File: config.mk
export PLATFORM = sky130hd
export DESIGN_NAME = jesd_link_control_regs
export DESIGN_NICKNAME = d
export VERILOG_FILES = /design/src/jesd_link_control_pkg.sv /design/src/jesd_link_control_regs.sv
export SDC_FILE = /design/constraint.sdc
export NUM_CORES = 1
export LEC_CHECK = 0
export BUFFER_PORTS_ARGS = -buffer_cell sky130_fd_sc_hd__buf_2
export CORE_MARGIN = 2
export CORE_UTILIZATION = 63
export DETAILED_ROUTE_END_ITERATION = 6
export PLACE_DENSITY = 0.87
export SYNTH_ARGS = -nofsm -noshare
export SYNTH_HDL_FRONTEND = slang
export SYNTH_SLANG_ARGS = --single-unit
File: constraint.sdc
create_clock -name ref_clk_i -period 37.9 [get_ports ref_clk_i]
set_input_delay 3.79 -clock ref_clk_i [delete_from_list [all_inputs] [get_ports ref_clk_i]]
set_output_delay 3.79 -clock ref_clk_i [all_outputs]
set_load 0.02 [all_outputs]
File: src/jesd_link_control_pkg.sv
// Register map, reset values and constants of the link control register bank
package jesd_link_control_pkg;

    localparam int ADDR_W = 12;
    localparam int DATA_W = 8;

    // Register offsets
    localparam logic [11:0] LINK_ENABLE_ADDR       = 12'h200;
    localparam logic [11:0] OUTPUT_MODE_ADDR       = 12'h201;
    localparam logic [11:0] FRAMES_PER_MF_ADDR     = 12'h202;
    localparam logic [11:0] SW_SYNC_REQUEST_ADDR   = 12'h203;
    localparam logic [11:0] LINK_CONTROL_ADDR      = 12'h204;
    localparam logic [11:0] CAL_CONTROL_ADDR       = 12'h210;
    localparam logic [11:0] LINK_STATUS_ADDR       = 12'h211;

    // Reset values
    localparam logic       LINK_ENABLE_RST         = 1'h1;
    localparam logic [5:0] OUTPUT_MODE_RST         = 6'h00;
    localparam logic [7:0] FRAMES_PER_MF_RST       = 8'h1F;
    localparam logic       SW_SYNC_REQUEST_RST     = 1'h1;
    localparam logic [4:0] LINK_CONTROL_RST        = 5'h03;
    localparam logic       CAL_ENABLE_RST          = 1'h0;

    // Link control field positions
    localparam int CTRL_SCRAMBLER_BIT   = 0;
    localparam int CTRL_FORMAT_BIT      = 1;
    localparam int CTRL_SYNC_SEL_LO     = 2;
    localparam int CTRL_SYNC_SEL_HI     = 3;
    localparam int CTRL_UPPER_LANES_BIT = 4;

    // Sync source encodings
    localparam logic [1:0] SYNC_SEL_PIN       = 2'h0;
    localparam logic [1:0] SYNC_SEL_TIMESTAMP = 2'h1;
    localparam logic [1:0] SYNC_SEL_NONE      = 2'h2;

    // Lane mapping
    localparam int          NUM_LANES        = 8;
    localparam logic [3:0]  UPPER_LANE_BASE  = 4'h4;
    localparam logic [3:0]  UPPER_LANE_MAX_L = 4'h4;

    // Multiframe counter
    localparam int          MFC_W            = 12;
    localparam logic [11:0] BLOCK_MF_FACTOR  = 12'h100;

    typedef enum logic [1:0] {
        LINK_OFF,
        LINK_SYNC,
        LINK_DATA
    } link_state_e;

endpackage

File: src/jesd_link_control_regs.sv
// Link control register bank with enable, sync request and multiframe counter
//
// Contract
// - Link enable low holds link block in reset, serializers powered down.
// - Link enable low gates off the link block clocks.
// - Link disabled holds multiframe counter reset; SYSREF does not align it.
// - Six-bit output mode field; changed only with link and calibration off.
// - Eight-bit frames per multiframe less one, reset 0x1F meaning 32.
// - In 64B/66B modes effective frame count is 256 times E over F.
// - Software sync bit zero requests sync like SYNC~; resets to one.
// - Software sync request works whatever sync source is selected.
// - Stuck low sync pin keeps request until sync source set to 2.
// - Link control resets 0x03: scrambler, format one; sync select, lanes zero.
// - Sample format zero is offset binary, one is two's complement.
// - Sync source 0 sync pin, 1 timestamp pair, 2 software only.
// - Upper lane bit uses lanes 4 to 4+L-1, only when L at most 4.
// - Scrambler bit applies to 8B/10B only; 64B/66B always scrambles.
module jesd_link_control_regs
    import jesd_link_control_pkg::*;
#(
    parameter int SAMPLE_W = 9
) (
    input  wire logic                  ref_clk_i,
    input  wire logic                  srst_i,
    // Register port
    input  wire logic [ADDR_W-1:0]     reg_addr_i,
    input  wire logic [DATA_W-1:0]     reg_wdata_i,
    input  wire logic                  reg_write_i,
    input  wire logic                  reg_read_i,
    output logic      [DATA_W-1:0]     reg_rdata_o,
    // Mode parameters from the mode decoder
    input  wire logic                  mode_is_64b66b_i,
    input  wire logic [3:0]            octets_per_block_i,
    input  wire logic [7:0]            octets_per_frame_i,
    input  wire logic [3:0]            lane_count_i,
    // Pins
    input  wire logic                  sync_input_pin_n_i,
    input  wire logic                  timestamp_input_pair_n_i,
    input  wire logic                  sysref_i,
    // Link side
    input  wire logic                  frame_tick_i,
    input  wire logic [SAMPLE_W-1:0]   sample_i,
    output logic      [SAMPLE_W-1:0]   sample_o,
    output logic                       link_reset_o,
    output logic                       link_clock_enable_o,
    output logic                       link_restart_o,
    output logic                       sync_request_o,
    output logic      [1:0]            link_state_o,
    output logic      [NUM_LANES-1:0]  lane_enable_o,
    output logic      [NUM_LANES-1:0]  lane_power_down_o,
    output logic                       scrambler_active_o,
    output logic      [5:0]            output_mode_select_o,
    output logic      [MFC_W-1:0]      multiframe_clock_counter_o,
    output logic                       multiframe_start_o
);

    ////////////////////////////////////////////////////////////////////////////
    // Functions

    // Last frame index of a multiframe
    function automatic logic [MFC_W-1:0] last_frame(
        input logic            is_block,
        input logic [7:0]      km1,
        input logic [3:0]      e_oct,
        input logic [7:0]      f_oct
    );
        logic [MFC_W-1:0] k_blk;
        k_blk = '0;
        if (is_block && f_oct != 8'h00) begin
            k_blk = MFC_W'((BLOCK_MF_FACTOR * MFC_W'(e_oct)) / MFC_W'(f_oct));
        end
        if (!is_block) begin
            return MFC_W'(km1);
        end else if (k_blk == '0) begin
            return '0;
        end else begin
            return k_blk - MFC_W'(1);
        end
    endfunction

    // Mask of L low lanes
    function automatic logic [NUM_LANES-1:0] lane_mask(input logic [3:0] lanes);
        logic [NUM_LANES-1:0] m;
        m = '0;
        for (int i = 0; i < NUM_LANES; i++) begin
            if (4'(i) < lanes) begin
                m[i] = 1'b1;
            end
        end
        return m;
    endfunction

    ////////////////////////////////////////////////////////////////////////////
    // Registers

    logic                   link_enable;
    logic [5:0]             output_mode_select;
    logic [7:0]             frames_per_multiframe_less_one;
    logic                   software_sync_request_n;
    logic [4:0]             link_control;
    logic                   cal_enable;
    logic                   link_enable_q;
    link_state_e            link_state;
    link_state_e            next_link_state;

    wire hit_enable  = reg_addr_i == LINK_ENABLE_ADDR;
    wire hit_mode    = reg_addr_i == OUTPUT_MODE_ADDR;
    wire hit_km1     = reg_addr_i == FRAMES_PER_MF_ADDR;
    wire hit_swsync  = reg_addr_i == SW_SYNC_REQUEST_ADDR;
    wire hit_control = reg_addr_i == LINK_CONTROL_ADDR;
    wire hit_cal     = reg_addr_i == CAL_CONTROL_ADDR;
    wire hit_status  = reg_addr_i == LINK_STATUS_ADDR;

    // Mode write accepted only with link and calibration both off
    wire mode_write_ok = !link_enable && !cal_enable;

    always_ff @(posedge ref_clk_i) begin
        if (srst_i) begin
            link_enable                    <= LINK_ENABLE_RST;
            output_mode_select             <= OUTPUT_MODE_RST;
            frames_per_multiframe_less_one <= FRAMES_PER_MF_RST;
            software_sync_request_n        <= SW_SYNC_REQUEST_RST;
            link_control                   <= LINK_CONTROL_RST;
            cal_enable                     <= CAL_ENABLE_RST;
        end else if (reg_write_i) begin
            if (hit_enable) begin
                link_enable <= reg_wdata_i[0];
            end else if (hit_mode && mode_write_ok) begin
                output_mode_select <= reg_wdata_i[5:0];
            end else if (hit_km1) begin
                frames_per_multiframe_less_one <= reg_wdata_i;
            end else if (hit_swsync) begin
                software_sync_request_n <= reg_wdata_i[0];
            end else if (hit_control) begin
                link_control <= reg_wdata_i[4:0];
            end else if (hit_cal) begin
                cal_enable <= reg_wdata_i[0];
            end
        end
    end

    ////////////////////////////////////////////////////////////////////////////
    // Read port

    wire [DATA_W-1:0] status_word = {4'h0, cal_enable, sync_request_o, link_state_o};

    wire [DATA_W-1:0] read_mux =
        hit_enable  ? {7'h00, link_enable} :
        hit_mode    ? {2'h0, output_mode_select} :
        hit_km1     ? frames_per_multiframe_less_one :
        hit_swsync  ? {7'h00, software_sync_request_n} :
        hit_control ? {3'h0, link_control} :
        hit_cal     ? {7'h00, cal_enable} :
        hit_status  ? status_word :
                      8'h00;

    always_ff @(posedge ref_clk_i) begin
        if (srst_i) begin
            reg_rdata_o <= 8'h00;
        end else begin
            reg_rdata_o <= reg_read_i ? read_mux : 8'h00;
        end
    end

    ////////////////////////////////////////////////////////////////////////////
    // Pin synchronisers

    logic [1:0] sync_pin_sync;
    logic [1:0] timestamp_input_pair_sync;
    logic [1:0] sysref_sync;
    logic       sysref_prev;

    always_ff @(posedge ref_clk_i) begin
        if (srst_i) begin
            sync_pin_sync <= 2'h3;
            timestamp_input_pair_sync    <= 2'h3;
            sysref_sync   <= 2'h0;
            sysref_prev   <= 1'b0;
        end else begin
            sync_pin_sync <= {sync_pin_sync[0], sync_input_pin_n_i};
            timestamp_input_pair_sync    <= {timestamp_input_pair_sync[0], timestamp_input_pair_n_i};
            sysref_sync   <= {sysref_sync[0], sysref_i};
            sysref_prev   <= sysref_sync[1];
        end
    end

    ////////////////////////////////////////////////////////////////////////////
    // Sync request

    wire [1:0] sync_sel = link_control[CTRL_SYNC_SEL_HI:CTRL_SYNC_SEL_LO];

    // Pin request; sync select 2 (and 3) ignores both pins
    wire pin_request =
        (sync_sel == SYNC_SEL_PIN)       ? !sync_pin_sync[1] :
        (sync_sel == SYNC_SEL_TIMESTAMP) ? !timestamp_input_pair_sync[1]    :
                                           1'b0;

    // Software bit acts under every source
    wire any_request = !software_sync_request_n || pin_request;

    ////////////////////////////////////////////////////////////////////////////
    // Link enable, reset and restart

    wire link_rise = link_enable && !link_enable_q;

    always_comb begin
        next_link_state = link_state;
        case (link_state)
            LINK_OFF: begin
                if (link_enable) begin
                    next_link_state = LINK_SYNC;
                end
            end
            LINK_SYNC: begin
                if (!any_request) begin
                    next_link_state = LINK_DATA;
                end
            end
            LINK_DATA: begin
                if (any_request) begin
                    next_link_state = LINK_SYNC;
                end
            end
            default: begin
                next_link_state = LINK_OFF;
            end
        endcase
        if (!link_enable) begin
            next_link_state = LINK_OFF;
        end
    end

    always_ff @(posedge ref_clk_i) begin
        if (srst_i) begin
            link_enable_q <= 1'b0;
            link_state    <= LINK_OFF;
        end else begin
            link_enable_q <= link_enable;
            link_state    <= next_link_state;
        end
    end

    ////////////////////////////////////////////////////////////////////////////
    // Multiframe clock counter

    wire [MFC_W-1:0] mf_last = last_frame(mode_is_64b66b_i, frames_per_multiframe_less_one,
                                          octets_per_block_i, octets_per_frame_i);
    wire sysref_edge = sysref_sync[1] && !sysref_prev;

    always_ff @(posedge ref_clk_i) begin
        if (srst_i || !link_enable) begin
            multiframe_clock_counter_o <= '0;
            multiframe_start_o         <= 1'b0;
        end else if (sysref_edge) begin
            multiframe_clock_counter_o <= '0;
            multiframe_start_o         <= 1'b1;
        end else if (frame_tick_i) begin
            if (multiframe_clock_counter_o >= mf_last) begin
                multiframe_clock_counter_o <= '0;
                multiframe_start_o         <= 1'b1;
            end else begin
                multiframe_clock_counter_o <= multiframe_clock_counter_o + MFC_W'(1);
                multiframe_start_o         <= 1'b0;
            end
        end else begin
            multiframe_start_o <= 1'b0;
        end
    end

    ////////////////////////////////////////////////////////////////////////////
    // Lane mapping and configuration outputs

    wire upper_ok = link_control[CTRL_UPPER_LANES_BIT] && (lane_count_i <= UPPER_LANE_MAX_L);
    wire [NUM_LANES-1:0] base_mask = lane_mask(lane_count_i);
    wire [NUM_LANES-1:0] mapped_mask = upper_ok ? (base_mask << UPPER_LANE_BASE)
                                                : base_mask;

    always_ff @(posedge ref_clk_i) begin
        if (srst_i || !link_enable) begin
            link_reset_o         <= 1'b1;
            link_clock_enable_o  <= 1'b0;
            link_restart_o       <= 1'b0;
            sync_request_o       <= 1'b0;
            lane_enable_o        <= '0;
            lane_power_down_o    <= '1;
            scrambler_active_o   <= 1'b0;
            sample_o             <= '0;
        end else begin
            link_reset_o         <= 1'b0;
            link_clock_enable_o  <= 1'b1;
            link_restart_o       <= link_rise;
            sync_request_o       <= any_request;
            lane_enable_o        <= mapped_mask;
            lane_power_down_o    <= ~mapped_mask;
            scrambler_active_o   <= mode_is_64b66b_i
                                    || link_control[CTRL_SCRAMBLER_BIT];
            sample_o             <= link_control[CTRL_FORMAT_BIT] ? sample_i
                                    : {~sample_i[SAMPLE_W-1], sample_i[SAMPLE_W-2:0]};
        end
    end

    assign link_state_o         = link_state;
    assign output_mode_select_o = output_mode_select;

endmodule

==> results of run 1 <==
metal layers:
layer | global-route usage | vias to the layer above
met5 | 0 | -
met4 | 0.115 | 0
met3 | 0.0334 | 55
met2 | 0.560 | 337
met1 | 0.388 | 3288
li1 | - | 3467
logic make-up after synthesis:
family / count (synthesis) / share of synthesized area
xor gates and xnor gates: 48 / 0.0582
and+or+nand+nor: 307 / 0.218
DFF: 83 / 0.230
adders and majority gates: 78 / 0.135
muxes: 35 / 0.0540
buffers and inverters: 62 / 0.0348
AOI/OAI and AO/OA: 267 / 0.270
power by group:
part           internal (W)  total (W)  switching, W  leakage (nW)
logic              0.000232   0.000531      0.000299          3.01
clock network     0.0000524  0.0000849     0.0000325         0.142
registers         0.0000902  0.0000916    0.00000149         0.681
total              0.000375   0.000708      0.000333          3.84
cell type report:
type | instances | area, um^2
sequential | 83 | 1660
fill | 879 | 3170
clock inverter | 4 | 51.3
timing repair buffer | 113 | 568
multi-input combinational | 735 | 5310
inverter | 36 | 135
clock buffer | 11 | 243
tap | 143 | 179
cells in the final DEF (no fill, tap or decap), types with 5 or more instances in the layout:
cell / count
buf_2: 112
dfxtp_1: 83
nor2_1: 80
ha_1: 75
nand2_1: 73
o21ai_0: 50
a21oi_1: 41
inv_1: 35
xnor2_1: 29
a21o_1: 26
nand2b_1: 24
nor3_1: 21
o21a_1: 19
xor2_1: 19
and3_1: 18
mux2i_1: 18
a211oi_1: 16
o211ai_1: 15
nor2b_1: 14
mux2_2: 14
nand3_1: 13
and2_1: 12
nand4_1: 10
a211o_1: 9
clkbuf_16: 9
or3_1: 8
or2_2: 7
o211a_1: 7
a31oi_1: 7
a22oi_1: 7
o31ai_1: 5
state kept, by name, indices dropped and copies added (netlist names), 2 cells and up:
signal,cells
reg_rdata_o,8
link_state_o,2
link_control,5
lane_enable_o,8
lane_power_down_o,8
timestamp_input_pair_sync,2
frames_per_multiframe_less_one,8
sample_o,9
sync_pin_sync,2
output_mode_select_o,6
multiframe_clock_counter_o,12
sysref_sync,2
worst reg2reg max path, delay by kind of cell, from the launching register on:
kind	cells	cell delay, ps
simple gates	1	150
flops	1	310
compound gates	12	2550
buf+inv	1	80
fa+ha+maj	1	300
worst min-delay path by stage:
stage | from | endpoint | depth (start not counted)
4_1_cts | link_enable_q$_SDFF_PP0_ | link_restart_o$_SDFF_PN0_ | 1
2_1_floorplan | link_enable_q$_SDFF_PP0_ | link_restart_o$_SDFF_PN0_ | 1
6_report | link_enable_q$_SDFF_PP0_ | link_restart_o$_SDFF_PN0_ | 1
3_3_place_gp | link_enable_q$_SDFF_PP0_ | link_restart_o$_SDFF_PN0_ | 1
5_1_grt | link_enable_q$_SDFF_PP0_ | link_restart_o$_SDFF_PN0_ | 1
3_5_place_dp | link_enable_q$_SDFF_PP0_ | link_restart_o$_SDFF_PN0_ | 1
through the flow:
stage          hold WS (ps)  area [um^2]  power, W  utilization
3_5_place_dp            385         7860  0.000610        0.694
5_1_grt                 421         8150  0.000765        0.720
6_report                400         8150  0.000708        0.720
3_3_place_gp            376         7860  0.000599        0.694
2_1_floorplan           368         7230  0.000515            -
4_1_cts                 393         8150  0.000699        0.720
==> flow_summary.toml, run 1 <==
[floorplan]
dieArea_um2 = 12300
die_w_um = 111
die_h_um = 111
io_pins = 113
start_util = 0.638
rows = 39
core_area_um2 = 11300

[route]
firstDrtPassIters = 5
drt_drc_violations_left = 0
m1WireLength_mm = 8.32
ant_nets = 0
dr.max_layer_used = "met4"
routed-via-count = 7147
first_iter_violations = 695
viasPerCell = 6.35
drt_wl_total_mm = 19.9
routedWlPerCell_um = 17.7
wl_met3_mm = 1.41
met2WireLength_mm = 9.59

[sta]
tightest_slew_ps = 1000
finalSetupViolCount = 0
slew_headroom = 0.325
fmaxAchievable_mhz = 35.1
layout_min_cycle_time_ps = 28480
finalSetupTns_ps = 0
final_max_slew_viol_count = 0
hold_violations = 0
fin_crit_sh = 0.751
rsz0062_at_grt = "false"
fin_ws_ps = 9420
fin_skew_ps = 7.47

[grt]
grt_overflow = 0
grtUsageTotal = 0.313
grt_max_degree = 33
antenna_found_initial = 0
grt_pass1_vias = 6706
grt_pass1_wl_mm = 32.3

[clock_tree]
path_clk_slew_ps = 60
holdBufCountCts = 0
cts_made_buffers = 9
cts_resized = 0
htreeDepth = 3
postCtsSetupBuffers = 0
cts.sinks = 83
cts_root_buf = "clkbuf_16"
cts_tree = "yes"
clockBufferDepth = 2
clk_latency_ps = 330

[outcome]
outcome = "finished, final reports clean"

[critical_path]
start_kind = "primary input"
rrSetupSlack_ps = 34410
r2r-end = "multiframe_clock_counter_o[6]$_SDFFE_PP0P_"
worstReg2RegStart = "frames_per_multiframe_less_one[0]$_SDFFE_PP1P_"
cp.depth = 99
crit_slowest_cell = "or4b_2"
critPathMostFrequentCell = "ha_1"
max_stage_delay_ps = 610
arrival_ps = 28710
crit_buf_inv = 2
path_max_fanout = 21
crit_type = "primary input to register"
endpoint = "multiframe_clock_counter_o[6]$_SDFFE_PP0P_"
startpoint = "octets_per_frame_i[0]"
reg2reg_depth = 15
crit_family = "compound AO/OA/AOI/OAI gates"
worstPathRequired_ps = 38130
crit_path_end_kind = "register"

[logic_synthesis]
synth_warnings = 0
synth_fp_nets = 1010
avgSynthCellArea_um2 = 8.21
ys_seq_area_frac = 0.230
synthTopCellsByCount = "83 x dfxtp_1, 80 x nor2_1, 75 x ha_1, 73 x nand2_1, 50 x o21ai_0"
yosys_most_used_dff = "dfxtp_1"
ys_seq_elements = 83
syn_area_um2 = 7230
synthTopCellsByArea = "dfxtp_1 23%, ha_1 13%, nor2_1 4.2%, nand2_1 3.8%, xnor2_1 3.5%"
synth_top_area_frac = 0.230
async_flop_share = 0
ys_types = 92
synth.most_common_cell = "dfxtp_1"
synth_edf_count = 0
syn_inst = 880
synth_top_cell_by_area = "dfxtp_1"

[pwr]
ir_drop_mv = 0.0639
p_leak_nw = 3.84
power-per-cell-area_nw_per_um2 = 86.8

[final_layout]
syn_to_final_growth_pct = 12.8
insertedDiodeCount = 0
stdcell_count = 1125
fin_nets = 1108
layout-drive-gt1-share = 0.182

[flow_run]
maxCapViolations = 0

[place]
place_congestion = 0.963
io_buffers = 112
post-place-ws_ps = 9600
dp.cells = 1110
dp_hpwl_mm = 15.1

[hold_path]
hold_class = "register to register"
Note: power is estimated with default switching activity, not from simulation.
==> inputs of run 2 (changes only) <==
Settings changed: CORE_UTILIZATION 63 to 59, PLACE_DENSITY 0.87 to 0.83.
Clock period 37.9 ns to 29.1 ns, I/O delays scaled along.
==> run 2 against run 1 <==
Compared with the run above: core utilization down 3.5 points; sequential power up 30%; combinational power up 30%; first-iteration DRC count down 14%; final cell count up 0.44%; critical path depth down 3; highest routed layer unchanged.
==> flow_summary.toml, run 2 (synthesized netlist as in run 1, its figures left out) <==
[final_layout]
fin_nets = 1108
nFillCells = 991
final_cell_mix = "112 x buf_2, 83 x dfxtp_1, 80 x nor2_1, 75 x ha_1, 73 x nand2_1"
layout-drive-gt1-share = 0.185
final_common_cell = "buf_2"
largest_reg_flops = 12
top_register = "multiframe_clock_counter_o"
fin_area_um2 = 8190
insertedDiodeCount = 0
syn_to_final_growth_pct = 13.4
stdcell_count = 1130
multiInputGateArea_um2 = 5320
register_area_um2 = 1660
top_regs = "multiframe_clock_counter_o (12), sample_o (9)"

[route]
routedWlPerCell_um = 17.6
drt_wl_total_mm = 19.9
first_iter_violations = 597
firstDrtPassIters = 5
viasPerCell = 6.41
drt_drc_violations_left = 0
ant_nets = 0
routed-via-count = 7241

[critical_path]
crit_type = "primary input to register"
crit_path_end_kind = "register"
worstPathRequired_ps = 29330
arrival_ps = 27630
critPathMostFrequentCell = "ha_1"
path_max_fanout = 21
max_stage_delay_ps = 630
crit_slowest_cell = "or4b_2"
start_kind = "primary input"

[pwr]
internal_power_w = 0.000497
power_frac_comb = 0.743
switching_power_w = 0.000433
ir_drop_mv = 0.0810
p_sw_frac = 0.466
p_clk_frac = 0.129
p_leak_nw = 3.85
pwr-share-seq = 0.128
power-per-cell-area_nw_per_um2 = 113

[hold_path]
hold_class = "register to register"

[floorplan]
io_pins = 113
dieArea_um2 = 13100
rows = 40
die_h_um = 115
start_util = 0.604
core_area_um2 = 12000
die_w_um = 115

[sta]
rsz0062_at_grt = "false"
hold_slack_ps = 395
finalSetupTns_ps = 0
fin_skew_ps = 6.06
tightest_slew_ps = 881
final_max_slew_viol_count = 0
layout_min_cycle_time_ps = 27390
finalSetupViolCount = 0
fin_crit_sh = 0.941
fmaxAchievable_mhz = 36.5
hold_violations = 0
slew_headroom = 0.408

[grt]
grt_pass1_vias = 6723
antenna_found_initial = 0
grt_overflow = 0
grt_max_degree = 33
grt_pass1_wl_mm = 31.8
grtUsageTotal = 0.297

[outcome]
outcome = "finished, final reports clean"

[clock_tree]
postCtsSetupBuffers = 0
clk_latency_ps = 330
cts_made_buffers = 9
clockBufferDepth = 2
cts_tree = "yes"
path_clk_slew_ps = 60
cts.sinks = 83
holdBufCountCts = 0
cts_resized = 0
htreeDepth = 3
cts_root_buf = "clkbuf_16"

[place]
placed_cell_area_um2 = 7860
place_congestion = 0.979
dp.cells = 1114
io_buffers = 112
dp_hpwl_mm = 15.2

[flow_run]
maxCapViolations = 0
[run 2: layout make-up]
type / instances / area share
inverters: 36 / 0.0165
multi-input cells: 735 / 0.650
clock inverters: 4 / 0.00901
clock buffers: 12 / 0.0301
well taps: 147 / 0.0224
flip-flops and latches: 83 / 0.203
repair buffers: 113 / 0.0693
[run 2: path summary, 6_finish.rpt]
path                                                   start                                          to  slack, ps  cells past startpoint
setup / recovery                       octets_per_frame_i[0]  multiframe_clock_counter_o[0]$_SDFFE_PP0P_       1710                     96
hold / removal                      link_enable_q$_SDFF_PP0_                   link_restart_o$_SDFF_PN0_        400                      1
setup reg to reg  multiframe_clock_counter_o[0]$_SDFFE_PP0P_  multiframe_clock_counter_o[0]$_SDFFE_PP0P_      25520                     14
hold reg to reg                     link_enable_q$_SDFF_PP0_                   link_restart_o$_SDFF_PN0_        400                      1
[run 2: worst max-delay path, delay by kind of cell]
| family | cells | cell delay, ps |
|---|---|---|
| AO/OA/AOI/OAI | 53 | 12680 |
| adder cells (fa/ha/maj) | 15 | 4780 |
| AND/OR/NAND/NOR | 20 | 4530 |
| multiplexers | 5 | 1810 |
| buffers and inverters | 2 | 760 |
| XOR/XNOR | 1 | 130 |
[run 2: per-stage QoR]
| stage | util | total power, W | setup slack (ps) |
|---|---|---|---|
| after global routing | 0.685 | 0.00101 | 97.5 |
| after floorplan | - | 0.000671 | 4170 |
| after global placement | 0.657 | 0.000782 | 2090 |
| after CTS | 0.684 | 0.000915 | 1670 |
| after detailed placement | 0.657 | 0.000789 | 1480 |
| final | 0.685 | 0.000930 | 1710 |
[run 2: power by group through the flow]
stage / clock, W / sequential (W) / combinational, W
CTS: 0.000120 / 0.000119 / 0.000676
finish: 0.000120 / 0.000119 / 0.000690
global placement: 0 / 0.000122 / 0.000660
detailed placement: 0 / 0.000122 / 0.000667
global route: 0.000126 / 0.000120 / 0.000768
floorplan: 0 / 0.000126 / 0.000546
[run 2: routing by layer]
metal	track usage	routed length (um)	vias up
met3	0.0402	1220	47
met1	0.363	8500	3419
met4	0.104	494	0
met5	0	0	-
li1	-	-	3463
met2	0.532	9640	312
==> inputs of run 3 (changes only) <==
Settings changed: ABC_AREA set to 1, CORE_UTILIZATION 59 to 58, PLACE_DENSITY 0.83 to 0.81.
==> run 3 against run 2 <==
Compared with the run above: via count is 1.9% lower; final cell count is 15% higher; setup slack better by 4700 ps; largest power group unchanged; critical path type unchanged; critical endpoint is now multiframe_clock_counter_o[4]$_SDFFE_PP0P_; register-to-register slack better by 1100 ps; hold slack better by 12 ps.
==> flow_summary.toml, run 3 <==
[logic_synthesis]
synth_edf_count = 0
syn_inst = 1031
synthTopCellsByCount = "194 x nand2_1, 150 x inv_1, 91 x nor2_1, 83 x dfxtp_1"
yosys_most_used_dff = "dfxtp_1"
synthMuxAreaShare = 0
syn_area_um2 = 7100
async_flop_share = 0
synth_top_family_by_area = "simple AND/OR/NAND/NOR gates"
ys_types = 54
synthXorXnorAreaFrac = 0.0579
synth_warnings = 0
synthTopCellsByArea = "dfxtp_1 23%, ha_1 13%, nand2_1 10%, inv_1 7.9%, nand3_1 5.3%"
synth_top_area_frac = 0.234
synth_top_cell_by_area = "dfxtp_1"
synth.most_common_cell = "nand2_1"
synth_fp_nets = 1161
ys_seq_area_frac = 0.234
ys_seq_elements = 83
synth_compound_area_frac = 0.152
synth-simple-area-share = 0.325
synth_adder_area_share = 0.135
avgSynthCellArea_um2 = 6.89

[grt]
use_met1 = 0.368
antenna_found_initial = 0
use_met2 = 0.451
grtUsageTotal = 0.267
grt_max_degree = 22
grt_use_met3 = 0.0323
grt_pass1_wl_mm = 29.0
grt_overflow = 0
top_usage_layer = "met2"
grt_pass1_vias = 6431

[floorplan]
core_area_um2 = 12000
rows = 40
die_h_um = 115
io_pins = 113
start_util = 0.594
die_w_um = 115
dieArea_um2 = 13200

[sta]
final_max_slew_viol_count = 0
hold_violations = 0
fin_crit_sh = 0.779
fmaxAchievable_mhz = 44.1
tightest_slew_ps = 892
rsz0062_at_grt = "false"
finalSetupViolCount = 0
layout_min_cycle_time_ps = 22670
finalSetupTns_ps = 0
slew_headroom = 0.405
fin_skew_ps = 3.69

[route]
drt_drc_violations_left = 0
routedWlPerCell_um = 13.4
drt_wl_total_mm = 17.3
routed-via-count = 7106
first_iter_violations = 521
firstDrtPassIters = 7
viasPerCell = 5.49
ant_nets = 0

[critical_path]
r2r-end = "multiframe_clock_counter_o[4]$_SDFFE_PP0P_"
rrSetupSlack_ps = 26610
crit_slowest_cell = "ha_1"
max_stage_delay_ps = 410
start_kind = "primary input"
crit_path_end_kind = "register"
critPathMostFrequentCell = "nand2_1"
path_max_fanout = 17
worstReg2RegStart = "multiframe_clock_counter_o[0]$_SDFFE_PP0P_"
reg2reg_depth = 14
crit_type = "primary input to register"
arrival_ps = 22910
worstPathRequired_ps = 29340

[clock_tree]
postCtsSetupBuffers = 0
holdBufCountCts = 0
cts_root_buf = "clkbuf_16"
htreeDepth = 3
cts_tree = "yes"
cts_made_buffers = 9
clk_latency_ps = 330
path_clk_slew_ps = 60
cts.sinks = 83
cts_resized = 0
clockBufferDepth = 2

[hold_path]
hold_class = "register to register"
hold-path-endpoint = "sync_pin_sync[1]$_SDFF_PP1_"
hold_start = "sync_pin_sync[0]$_SDFF_PP1_"
whs_path_depth = 1

[final_layout]
layout-drive-gt1-share = 0.179
final_common_cell = "nand2_1"
insertedDiodeCount = 0
syn_to_final_growth_pct = 13.9
final_cell_mix = "194 x nand2_1, 150 x inv_1, 112 x buf_2, 91 x nor2_1, 83 x dfxtp_1"
top_register = "multiframe_clock_counter_o"
largest_reg_flops = 12
top_regs = "multiframe_clock_counter_o (12), sample_o (9)"
fin_nets = 1273
stdcell_count = 1295

[place]
dp.cells = 1279
place_congestion = 0.927
dp_hpwl_mm = 13.8
io_buffers = 112

[flow_run]
maxCapViolations = 0

[pwr]
power-per-cell-area_nw_per_um2 = 114
p_leak_nw = 4.24
power_w = 0.000923
ir_drop_mv = 0.0991

[outcome]
outcome = "finished, final reports clean"
==> run 3: cell count changes after synthesis, moves of 20 or more <==
| cell | previous run | this run |
|---|---|---|
| a21oi_1 | 41 | 61 |
| nand2_1 | 73 | 194 |
| nand3_1 | 13 | 75 |
| inv_1 | 35 | 150 |
| a21o_1 | 26 | 4 |
| nand2b_1 | 24 | 0 |
==> run 3: worst max path at each step <==
stage | endpoint | start | cells after the start | slack [ps]
5_1_grt | multiframe_clock_counter_o[6]$_SDFFE_PP0P_ | octets_per_frame_i[0] | 129 | 4260
3_5_place_dp | multiframe_clock_counter_o[4]$_SDFFE_PP0P_ | octets_per_frame_i[0] | 128 | 6410
4_1_cts | multiframe_clock_counter_o[4]$_SDFFE_PP0P_ | octets_per_frame_i[0] | 128 | 6630
3_3_place_gp | multiframe_clock_counter_o[6]$_SDFFE_PP0P_ | octets_per_frame_i[0] | 130 | 6960
2_1_floorplan | multiframe_clock_counter_o[4]$_SDFFE_PP0P_ | octets_per_frame_i[0] | 133 | 8920
6_report | multiframe_clock_counter_o[4]$_SDFFE_PP0P_ | octets_per_frame_i[0] | 130 | 6430
==> run 3: power breakdown <==
part	switching (W)	internal, W
combinational	0.000427	0.000262
sequential	0.00000144	0.000117
clock	0.0000447	0.0000714
total	0.000473	0.000450
==> run 3: layout make-up <==
class | count | area [um^2]
multi-input cells | 776 | 4760
fillers | 1024 | 3870
flip-flops and latches | 83 | 1660
inverters | 160 | 601
repair buffers | 113 | 568
clock buffers | 11 | 253
well taps | 147 | 184
clock inverters | 5 | 60.1
==> run 3: metal layers <==
metal  vias up  part of all wire
met2       222              0.47
met1      3229              0.46
met3        13             0.060
met5         -                 0
li1       3642                 -
met4         0            0.0077
==> run 3: kinds of logic after synthesis <==
kind of cell	count (synthesis)
AND/OR/NAND/NOR	471
AO/OA/AOI/OAI	182
buffers and inverters	172
flip-flops	83
adder cells (fa/ha/maj)	76
XOR/XNOR	47
==> run 3: through the flow <==
step | utilization | cell area [um^2] | hold WS [ps] | setup WS [ps]
after floorplan | - | 7100 | 368 | 8920
after global placement | 0.650 | 7780 | 381 | 6960
after detailed placement | 0.650 | 7780 | 394 | 6410
after CTS | 0.676 | 8090 | 409 | 6630
after global routing | 0.676 | 8090 | 419 | 4260
final | 0.676 | 8090 | 407 | 6430
==> run 3: critical path, delay by kind of cell <==
| family | cells | cell delay [ps] |
|---|---|---|
| AOI/OAI and AO/OA | 40 | 5830 |
| adders and majority gates | 14 | 4490 |
| buffers and inverters | 13 | 2020 |
| and+or+nand+nor | 63 | 7620 |
